**src/pkg/lcfg_pkg.sv**
```systemverilog
/*
 package for the channel test and loop configuration bank:
 register offsets, field positions, reset values and decoded modes.
 assumes a byte-wide register port with one cycle read latency.
*/
package lcfg_pkg;

   // =======================================================
   // register map
   localparam logic [7:0] LCFG_ADDR_JITTER  = 8'h01; // jitter_fifo_config
   localparam logic [7:0] LCFG_ADDR_TESTPWR = 8'h02; // test_power_loop_config
   localparam logic [7:0] LCFG_RESET_VALUE  = 8'h00; // both registers

   // =======================================================
   // field positions
   localparam int LCFG_BIT_FIFO_DEPTH = 0; // jitter_fifo_config
   localparam int LCFG_BIT_JITTER_BW  = 1;
   localparam int LCFG_BIT_LOOP_LO    = 0; // test_power_loop_config
   localparam int LCFG_BIT_LOOP_HI    = 2;
   localparam int LCFG_BIT_TX_POWER   = 3;
   localparam int LCFG_BIT_PAT_LO     = 4;
   localparam int LCFG_BIT_PAT_HI     = 6;
   localparam int LCFG_BIT_INVERT     = 7;

   // =======================================================
   // fifo depths in bits
   localparam logic [6:0] LCFG_DEPTH_SHORT = 7'h20; // 32 bits
   localparam logic [6:0] LCFG_DEPTH_LONG  = 7'h40; // 64 bits

   // jitter bandwidth, encoded as the attenuator selects it
   typedef enum logic [1:0] {
      LCFG_BW_10HZ  = 2'h0,
      LCFG_BW_1P5HZ = 2'h1,
      LCFG_BW_3HZ   = 2'h3
   } lcfg_bw_type;

   // transmit test pattern
   typedef enum logic [1:0] {
      LCFG_PAT_NONE     = 2'h0,
      LCFG_PAT_QUASI    = 2'h1,
      LCFG_PAT_ALL_ONES = 2'h3,
      LCFG_PAT_RESERVED = 2'h2
   } lcfg_pat_type;

   // loopback mode
   typedef enum logic [2:0] {
      LCFG_LOOP_NONE    = 3'h0,
      LCFG_LOOP_DUAL    = 3'h1,
      LCFG_LOOP_ANALOG  = 3'h3,
      LCFG_LOOP_REMOTE  = 3'h2,
      LCFG_LOOP_DIGITAL = 3'h6
   } lcfg_loop_type;

endpackage

```
**src/lcfg_bank.sv**
```systemverilog
/*
 per-channel configuration bank: jitter attenuator bandwidth and
 depth, transmit test pattern and inversion, transmit power and
 loopback select, reached over a byte register port.
 assumes a single 20 MHz clock and a master that never overlaps
 strobes; the line side reads the registered control outputs.
*/
// Notes on behaviour
// - e1 bandwidth from bit, t1 fixed 3hz
// - one bandwidth drives receive and transmit
// - depth bit picks 32 or 64 bits
// - fifo latency is half the depth
// - one depth drives receive and transmit
// - invert bit flips selected random pattern
// - default: quasi-random inverted, other patterns plain
// - pattern field: none, quasi, ones, reserved
// - transmitter off at reset, bit controls it
// - gate pin low forces transmitter off
// - loop field: none, dual, analog, remote, digital
`timescale 1ns/1ps

module lcfg_bank (
   // clock and reset
   input  wire logic                   clk,
   input  wire logic                   srst,
   // register port
   input  wire logic [7:0]             reg_addr,
   input  wire logic [7:0]             reg_wdata,
   input  wire logic                   reg_wr,
   input  wire logic                   reg_rd,
   output      logic [7:0]             reg_rdata,
   // channel mode and pin
   input  wire logic                   e1_mode,
   input  wire logic                   tx_power_gate_pin,
   // jitter attenuator controls
   output      lcfg_pkg::lcfg_bw_type   rx_bw_sel,
   output      lcfg_pkg::lcfg_bw_type   tx_bw_sel,
   output      logic [6:0]              rx_fifo_depth,
   output      logic [6:0]              tx_fifo_depth,
   output      logic [5:0]              fifo_latency,
   // transmit test and power
   output      lcfg_pkg::lcfg_pat_type  pattern_sel,
   output      logic                    pattern_inverted,
   output      logic                    tx_powered,
   // loopback
   output      lcfg_pkg::lcfg_loop_type loop_sel
);
   import lcfg_pkg::*;

   // =======================================================
   // stored fields
   logic       jitter_bw_select_q;  // bandwidth bit
   logic       fifo_depth_select_q; // depth bit
   logic       pattern_invert_q;    // inversion bit
   logic [2:0] tx_pattern_select_q; // pattern field, reserved kept
   logic       tx_power_on_bit_q;   // transmitter power bit
   logic [2:0] loop_select_q;       // loopback field
   logic       tx_powered_q;        // registered power control

   lcfg_bw_type   bw_w;
   logic [6:0]    depth_w;
   logic [5:0]    lat_w;
   lcfg_pat_type  pat_w;
   logic          inv_w;
   lcfg_loop_type loop_w;

   wire wr_jit = reg_wr && (reg_addr == LCFG_ADDR_JITTER);
   wire wr_tpl = reg_wr && (reg_addr == LCFG_ADDR_TESTPWR);

   // =======================================================
   // register writes
   always_ff @(posedge clk) begin
      // every field clears on reset
      if (srst) begin
         jitter_bw_select_q  <= LCFG_RESET_VALUE[LCFG_BIT_JITTER_BW];
         fifo_depth_select_q <= LCFG_RESET_VALUE[LCFG_BIT_FIFO_DEPTH];
      end else if (wr_jit) begin
         jitter_bw_select_q  <= reg_wdata[LCFG_BIT_JITTER_BW];
         fifo_depth_select_q <= reg_wdata[LCFG_BIT_FIFO_DEPTH];
      end
   end

   always_ff @(posedge clk) begin
      if (srst) begin
         pattern_invert_q    <= 1'b0;
         tx_pattern_select_q <= 3'h0;
         tx_power_on_bit_q   <= 1'b0;
         loop_select_q       <= 3'h0;
      end else if (wr_tpl) begin
         // reserved pattern codes stored as written
         pattern_invert_q    <= reg_wdata[LCFG_BIT_INVERT];
         tx_pattern_select_q <= reg_wdata[LCFG_BIT_PAT_HI:LCFG_BIT_PAT_LO];
         tx_power_on_bit_q   <= reg_wdata[LCFG_BIT_TX_POWER];
         loop_select_q       <= reg_wdata[LCFG_BIT_LOOP_HI:LCFG_BIT_LOOP_LO];
      end
   end

   // =======================================================
   // register reads, data in the cycle after the strobe
   always_ff @(posedge clk) begin
      if (srst) begin
         reg_rdata <= 8'h00;
      end else if (reg_rd) begin
         case (reg_addr)
            LCFG_ADDR_JITTER:
               reg_rdata <= {6'h00, jitter_bw_select_q,
                             fifo_depth_select_q};
            LCFG_ADDR_TESTPWR:
               reg_rdata <= {pattern_invert_q, tx_pattern_select_q,
                             tx_power_on_bit_q, loop_select_q};
            // unmapped addresses read as zero
            default: reg_rdata <= 8'h00;
         endcase
      end else begin
         reg_rdata <= 8'h00;
      end
   end

   // =======================================================
   // transmitter power: pin gates every channel's bit
   always_ff @(posedge clk) begin
      if (srst) begin
         tx_powered_q <= 1'b0;
      end else begin
         tx_powered_q <= tx_power_gate_pin & tx_power_on_bit_q;
      end
   end
   assign tx_powered = tx_powered_q;

   // =======================================================
   // field decode
   lcfg_decode u_decode (
      .e1_mode           (e1_mode),
      .jitter_bw_select  (jitter_bw_select_q),
      .fifo_depth_select (fifo_depth_select_q),
      .tx_pattern_select (tx_pattern_select_q),
      .loop_select       (loop_select_q),
      .pattern_invert    (pattern_invert_q),
      .bw_sel            (bw_w),
      .depth_bits        (depth_w),
      .latency_bits      (lat_w),
      .pat_sel           (pat_w),
      .pat_inverted      (inv_w),
      .loop_sel          (loop_w)
   );

   // controls are registered so the line side sees clean levels
   always_ff @(posedge clk) begin
      if (srst) begin
         rx_bw_sel        <= LCFG_BW_3HZ;
         tx_bw_sel        <= LCFG_BW_3HZ;
         rx_fifo_depth    <= LCFG_DEPTH_SHORT;
         tx_fifo_depth    <= LCFG_DEPTH_SHORT;
         fifo_latency     <= LCFG_DEPTH_SHORT[6:1];
         pattern_sel      <= LCFG_PAT_NONE;
         pattern_inverted <= 1'b0;
         loop_sel         <= LCFG_LOOP_NONE;
      end else begin
         rx_bw_sel        <= bw_w;
         tx_bw_sel        <= bw_w;
         rx_fifo_depth    <= depth_w;
         tx_fifo_depth    <= depth_w;
         fifo_latency     <= lat_w;
         pattern_sel      <= pat_w;
         pattern_inverted <= inv_w;
         loop_sel         <= loop_w;
      end
   end

   // =======================================================
   // checks
   property p_bw_t1;
      @(posedge clk) disable iff (srst)
      !e1_mode |=> rx_bw_sel == LCFG_BW_3HZ;
   endproperty
   a_bw_t1: assert property (p_bw_t1)
      else $error("t1 bandwidth not fixed");

   property p_bw_e1;
      @(posedge clk) disable iff (srst)
      e1_mode && jitter_bw_select_q |=> rx_bw_sel == LCFG_BW_1P5HZ;
   endproperty
   a_bw_e1: assert property (p_bw_e1)
      else $error("e1 narrow bandwidth not selected");

   property p_bw_same;
      @(posedge clk) disable iff (srst) rx_bw_sel == tx_bw_sel;
   endproperty
   a_bw_same: assert property (p_bw_same)
      else $error("bandwidths differ");

   property p_depth;
      @(posedge clk) disable iff (srst)
      fifo_depth_select_q |=> rx_fifo_depth == 7'h40;
   endproperty
   a_depth: assert property (p_depth)
      else $error("deep fifo not selected");

   // checked against the fixed half of the short depth, not the depth
   // output, so a broken divide in the decode is still caught
   property p_latency;
      @(posedge clk) disable iff (srst)
      !fifo_depth_select_q |=> fifo_latency == 6'h10;
   endproperty
   a_latency: assert property (p_latency)
      else $error("latency not half depth");

   property p_depth_same;
      @(posedge clk) disable iff (srst) rx_fifo_depth == tx_fifo_depth;
   endproperty
   a_depth_same: assert property (p_depth_same)
      else $error("fifo depths differ");

   property p_invert;
      @(posedge clk) disable iff (srst)
      tx_pattern_select_q == 3'h4 |=> pattern_inverted
         == !$past(pattern_invert_q);
   endproperty
   a_invert: assert property (p_invert)
      else $error("quasi-random inversion wrong");

   property p_pat;
      @(posedge clk) disable iff (srst)
      !tx_pattern_select_q[2] |=> pattern_sel == LCFG_PAT_NONE;
   endproperty
   a_pat: assert property (p_pat)
      else $error("pattern sent with top bit clear");

   property p_gate;
      @(posedge clk) disable iff (srst)
      !tx_power_gate_pin |=> !tx_powered;
   endproperty
   a_gate: assert property (p_gate)
      else $error("transmitter on with pin low");

   property p_loop;
      @(posedge clk) disable iff (srst)
      loop_select_q == 3'h7 |=> loop_sel == LCFG_LOOP_DIGITAL;
   endproperty
   a_loop: assert property (p_loop)
      else $error("digital loopback not decoded");

   property p_readback;
      @(posedge clk) disable iff (srst)
      reg_wr && reg_addr == LCFG_ADDR_TESTPWR ##1
         reg_rd && reg_addr == LCFG_ADDR_TESTPWR && !reg_wr
         |=> reg_rdata == $past(reg_wdata, 2);
   endproperty
   a_readback: assert property (p_readback)
      else $error("read does not return last write");

   c_power: cover property (@(posedge clk) tx_powered);
   c_quasi: cover property (@(posedge clk) pattern_sel == LCFG_PAT_QUASI);
   c_remote: cover property (@(posedge clk) loop_sel == LCFG_LOOP_REMOTE);
   c_deep: cover property (@(posedge clk) fifo_latency == 6'h20);

endmodule // lcfg_bank

```
**src/lcfg_decode.sv**
```systemverilog
/*
 combinational decode of the stored fields into the controls that
 the jitter attenuator, pattern generator and loopback muxes use.
 assumes the fields come straight from the register flip-flops.
*/
`timescale 1ns/1ps

module lcfg_decode (
   // line mode and stored fields
   input  wire logic                   e1_mode,
   input  wire logic                   jitter_bw_select,
   input  wire logic                   fifo_depth_select,
   input  wire logic [2:0]             tx_pattern_select,
   input  wire logic [2:0]             loop_select,
   input  wire logic                   pattern_invert,
   // decoded controls
   output      lcfg_pkg::lcfg_bw_type   bw_sel,
   output      logic [6:0]              depth_bits,
   output      logic [5:0]              latency_bits,
   output      lcfg_pkg::lcfg_pat_type  pat_sel,
   output      logic                    pat_inverted,
   output      lcfg_pkg::lcfg_loop_type loop_sel
);
   import lcfg_pkg::*;

   // =======================================================
   // jitter attenuator
   always_comb begin
      // t1 ignores the bit and stays at the middle bandwidth
      if (!e1_mode) begin
         bw_sel = LCFG_BW_3HZ;
      end else if (jitter_bw_select) begin
         bw_sel = LCFG_BW_1P5HZ;
      end else begin
         bw_sel = LCFG_BW_10HZ;
      end
   end

   // depth and half-depth latency
   assign depth_bits   = fifo_depth_select ? LCFG_DEPTH_LONG
                                           : LCFG_DEPTH_SHORT;
   assign latency_bits = depth_bits[6:1];

   // =======================================================
   // pattern and loopback decode
   always_comb begin
      case (tx_pattern_select)
         3'h4:    pat_sel = LCFG_PAT_QUASI;
         3'h5:    pat_sel = LCFG_PAT_ALL_ONES;
         3'h6,
         3'h7:    pat_sel = LCFG_PAT_RESERVED;
         default: pat_sel = LCFG_PAT_NONE;
      endcase
   end

   // quasi-random goes out inverted unless the bit is set
   assign pat_inverted = (pat_sel == LCFG_PAT_QUASI) ? ~pattern_invert
                                                     : 1'b0;

   always_comb begin
      case (loop_select)
         3'h4:    loop_sel = LCFG_LOOP_DUAL;
         3'h5:    loop_sel = LCFG_LOOP_ANALOG;
         3'h6:    loop_sel = LCFG_LOOP_REMOTE;
         3'h7:    loop_sel = LCFG_LOOP_DIGITAL;
         default: loop_sel = LCFG_LOOP_NONE;
      endcase
   end

endmodule // lcfg_decode

```
**config.mk**
```make
export PLATFORM = sky130hd
export DESIGN_NAME = lcfg_bank
export DESIGN_NICKNAME = d
export VERILOG_FILES = /design/src/pkg/lcfg_pkg.sv /design/src/lcfg_bank.sv /design/src/lcfg_decode.sv
export SDC_FILE = /design/constraint.sdc
export NUM_CORES = 1
export LEC_CHECK = 0
export ABC_CLOCK_PERIOD_IN_PS = 1000
export BUFFER_PORTS_ARGS = -buffer_cell sky130_fd_sc_hd__buf_2
export CORE_ASPECT_RATIO = 1.2
export CORE_MARGIN = 4
export CORE_UTILIZATION = 39
export DETAILED_ROUTE_END_ITERATION = 12
export PLACE_DENSITY = 0.78
export SETUP_SLACK_MARGIN = 0.5
export SLEW_MARGIN = 30
export SYNTH_ARGS = -nofsm -noshare
export SYNTH_HDL_FRONTEND = slang
export SYNTH_SLANG_ARGS = --single-unit
```
**constraint.sdc**
```tcl
create_clock -name clk -period 1 [get_ports clk]
set_input_delay 0.05 -clock clk [delete_from_list [all_inputs] [get_ports clk]]
set_output_delay 0.05 -clock clk [all_outputs]
set_load 0.01 [all_outputs]
```
After elaboration in Yosys (flattened, before gate mapping) --
Cells that the tools add are included.
Operators by class: equality and inequality tests 11, muxes and demuxes 5, bitwise operators 5, reduce and logical (&&, ||, !) cells 6
Operator list (count):
- equality test 3 bit, second input constant | 8
- case mux 8 bit (2 select lines) | 1
- case mux 3 bit (4 select lines) | 1
- equality test 8 x 1 -> 1 bit, second input constant | 1
- equality test 8 x 2 -> 1 bit, second input constant | 1
- OR reduction 2 bit | 4
- two-way mux 7 bit | 1
- case mux 2 bit (3 select lines) | 1
- inverter 1 bit | 4
- equality test 2 x 1 -> 1 bit, second input constant | 1
- logical AND 1 bit | 2
- bitwise AND 1 bit | 1
- two-way mux 1 bit | 1
Word-level totals: flip-flop bits (word level) 40, logic and storage cells 41

Depth between registers and ports, before layout --
depth in word-level cells 6, mapped depth 4

Modules after synthesis --
A second synthesis with hierarchy kept.
Unflattened totals: cells, all modules 146, area, all modules 1535.2 um2
Modules (own cells, without submodules):
- lcfg_bank | instances 1, cells each 124, area an instance 1378.8 um2, sequential area each 800.8 um2
- lcfg_decode | instances 1, cells each 22, area an instance 156.4 um2, sequential area each 0.0 um2

Least setup slack after synthesis --
No wires, ideal clock.
kind input to register, start in reg_addr[5], end reg loop_select_q[0], setup time 0.072 ns, arrival time 0.872 ns, required time 0.928 ns, slack 0.056 ns, cell stages on the path 4, buffers on the path 1, cell sequence nor4_4 -> and4_1 -> buf_6 -> mux2i_1
Between the ends: longest elaborated chain between the ends 2
Ends and longest elaborated chain:
- from (decl) | RTL line lcfg_bank.sv:27 | input wire logic [7:0] reg_addr,
- equality test 8 x 2 -> 1 bit | RTL line lcfg_bank.sv:68 | wire wr_tpl = reg_wr && (reg_addr == LCFG_ADDR_TESTPWR);
- logical AND 1 bit | RTL line lcfg_bank.sv:68
- to (signal assigned) | RTL line lcfg_bank.sv:94 | loop_select_q <= reg_wdata[LCFG_BIT_LOOP_HI:LCFG_BIT_LOOP_LO];
- to (decl) | RTL line lcfg_bank.sv:57 | logic [2:0] loop_select_q;
No other way between the ends. A chain may end at the register's enable or synchronous reset.

==> out/summary.txt <==
Crit. End Element -> primary output
xor/xnor share of the synthesized area -> 0
R2R Setup Slk -> 0.29 ns
critical path cell sequence -> buf_6
Hold Vio Cnt, Final -> 9
multiplexer share of the synthesized area -> 0.0864
Min Hold Slack -> -0.0862 ns
CTS buffer count -> 5
CP max-delay cell -> dfxtp_4
Routed Antenna Nets -> 0
ys flop type -> dfxtp_1
Worst Clk Skew -> 0.00650 ns
largest net degree at the start of global routing -> 21
delay-heaviest family, CP -> flip-flops
Post-Syn Area -> 0.00116 mm^2
Compound-Gate Fraction of Synth Area -> 0.0130
cell depth of the worst setup path -> 1
FFs w/ async S/R, synth -> 0
Layout Area Growth over Synthesis -> 45.2%
residual DRC count -> 0
min Tclk post-route -> 0.851 ns
RR Startpoint -> tx_pattern_select_q[1]
die area -> 0.00391 mm^2
Nets -> 184
worst-case reg-to-reg path depth -> 1
worst path bufs/invs -> 1
crit path capture -> rx_fifo_depth[6]
first-pass GRT wire length -> 3880 um
distinct cell type count after synthesis -> 20
CTS Sinks -> 29
TritonCTS clock tree -> done
worst skew pair latency -> 0.33 ns
Pwr Total -> 2.12 mW
Simple-Gate Fraction of Synth Area -> 0.247
status -> finished with violations
die width -> 57.8 um
Initial DRT Pass Iterations -> 3
initial drt markers -> 15
Starting Density -> 0.412
endpoints failing setup -> 0
Final GP Congestion -> 0.821
Lkg Pwr -> 0.768 nW
Placed Area -> 0.00137 mm^2
crit path launch type -> register
total grt overflow -> 0
failing checks -> negative hold slack
initial antenna violation count -> 0
CP Launch Point -> fifo_latency[5]
cell area after layout -> 0.00168 mm^2
proportion of layout cells with a drive suffix above 1 -> 0.601
PortBufs -> 46
Synth Register Bits -> 29
maximum root-to-sink buffer count -> 2
most frequent cells in the layout -> buf_2 (28), buf_6 (19), dfxtp_2 (16)
Detailed Place HPWL -> 1710 um
Post-synth EDFFs -> 0
power per cell area -> 1260 mW/mm^2
drt wl/cell -> 12.4 um
Root Driver -> clkbuf_4
I/O pin cnt -> 61
vias in the first global route -> 879
core region area -> 0.00281 mm^2
Seq/Total Area, Yosys -> 0.501
main combinational cell family by area after synthesis -> simple AND/OR/NAND/NOR gates
Slew Limit Fails -> 0
Max Cap Viol -> 0
die height -> 67.7 um
Max IR drop VDD -> 0.996 mV
clk slew on worst S/H paths -> 0.08 ns
Site Rows -> 21
# H-tree levels -> 2
fmax -> 1170 MHz
CP max FO -> 3
# diodes -> 0
worst reg2reg path endpoint -> pattern_inverted
synth warn -> 0
final design utilization -> 0.599
adder and majority gate portion of the synthesized area -> 0
Tcrit/Tclk final -> 0.851
routed vias -> 861
Final TNS setup -> 0 ns
max incr delay on CP -> 0.36 ns
commonest non-fill, non-tap cell in the layout -> buf_2
routed vias/inst -> 4.37
HP Class -> in -> reg
Worst EP required -> 0.95 ns
Post-Syn Instances -> 114
Avg Inst Size Synth -> 10.2 um^2
critical setup path kind -> reg -> out
Arrival @ worst endpoint -> 0.80 ns
Global Route Usage Sum -> 0.137
RSZ-0062 raised after global routing -> true
final wirelength -> 2440 um
-- worst min-delay path by stage --
| stage | startpoint | endpoint | slack, ns | cells past startpoint |
|---|---|---|---|---|
| 2_1_floorplan | e1_mode | tx_bw_sel[1] | 0.12 | 1 |
| 3_3_place_gp | e1_mode | tx_bw_sel[1] | 0.25 | 2 |
| 3_5_place_dp | e1_mode | tx_bw_sel[1] | 0.25 | 2 |
| 4_1_cts | e1_mode | tx_bw_sel[1] | -0.11 | 2 |
| 5_1_grt | e1_mode | tx_bw_sel[1] | -0.09 | 2 |
| 6_report | e1_mode | tx_bw_sel[1] | -0.09 | 2 |
-- where the power goes --
part | switching (mW) | leakage, nW | total, mW | internal, mW
Sequential | 0.00447 | 0.243 | 1.15 | 1.15
Clock | 0.393 | 0.0413 | 0.800 | 0.407
Combinational | 0.0796 | 0.484 | 0.166 | 0.0868
Total | 0.477 | 0.768 | 2.12 | 1.64
-- flip-flops by register name (all words and copies together), names as in the netlist, 2 cells and up --
| signal | flops |
|---|---|
| tx_pattern_select_q | 3 |
| loop_select_q | 3 |
| pattern_sel | 2 |
| fifo_latency | 2 |
| tx_bw_sel | 2 |
| loop_sel | 3 |
| reg_rdata | 8 |
-- cell usage after synthesis, drive strengths merged (2+ instances only) --
cell	count	area, um^2
a22oi	2	15.0
mux2i	10	100
nor4	2	27.5
clkbuf	2	7.51
dfxtp	29	581
and2	6	37.5
nor2b	2	12.5
nor2	11	41.3
buf	21	161
nand2b	19	119
nand2	3	11.3
-- per-layer routing --
metal / wire length (um) / track usage
met1: 887 / 0.141
met5: 0 / 0
met3: 231 / 0.0344
met2: 1240 / 0.233
met4: 78 / 0.113
-- area by class of cell --
type / instances / area [um^2]
Clock buffer: 7 / 65.1
Inverter: 1 / 3.75
Timing Repair Buffer: 51 / 397
Clock inverter: 1 / 5.00
Sequential cell: 29 / 616
Tap cell: 34 / 42.5
Multi-Input combinational cell: 74 / 554
Fill cell: 239 / 1130
-- repair_timing --
item | in CTS | in global routing
setup buffers | 2 | 0
pin swaps | 13 | 5
gates resized for setup | 33 | 22
endpoints found under the setup margin | 53 | 53
hold endpoints to repair | 12 | 7
-- metrics by stage --
step / std cells / setup WS [ns]
2_1_floorplan: 127 / 0.0627
5_1_grt: 197 / 0.126
6_report: 197 / 0.149
3_3_place_gp: 187 / -0.132
3_5_place_dp: 187 / -0.211
4_1_cts: 197 / 0.125
-- logic make-up (layout without fill, tap and decap cells) --
kind of cell	Yosys count	count (layout)
AO/OA/AOI/OAI	2	2
AND/OR/NAND/NOR	48	48
flip-flops	29	29
multiplexers	10	10
other	1	14
buffers and inverters	24	60
No activity file was read; power rests on OpenSTA's default activity.
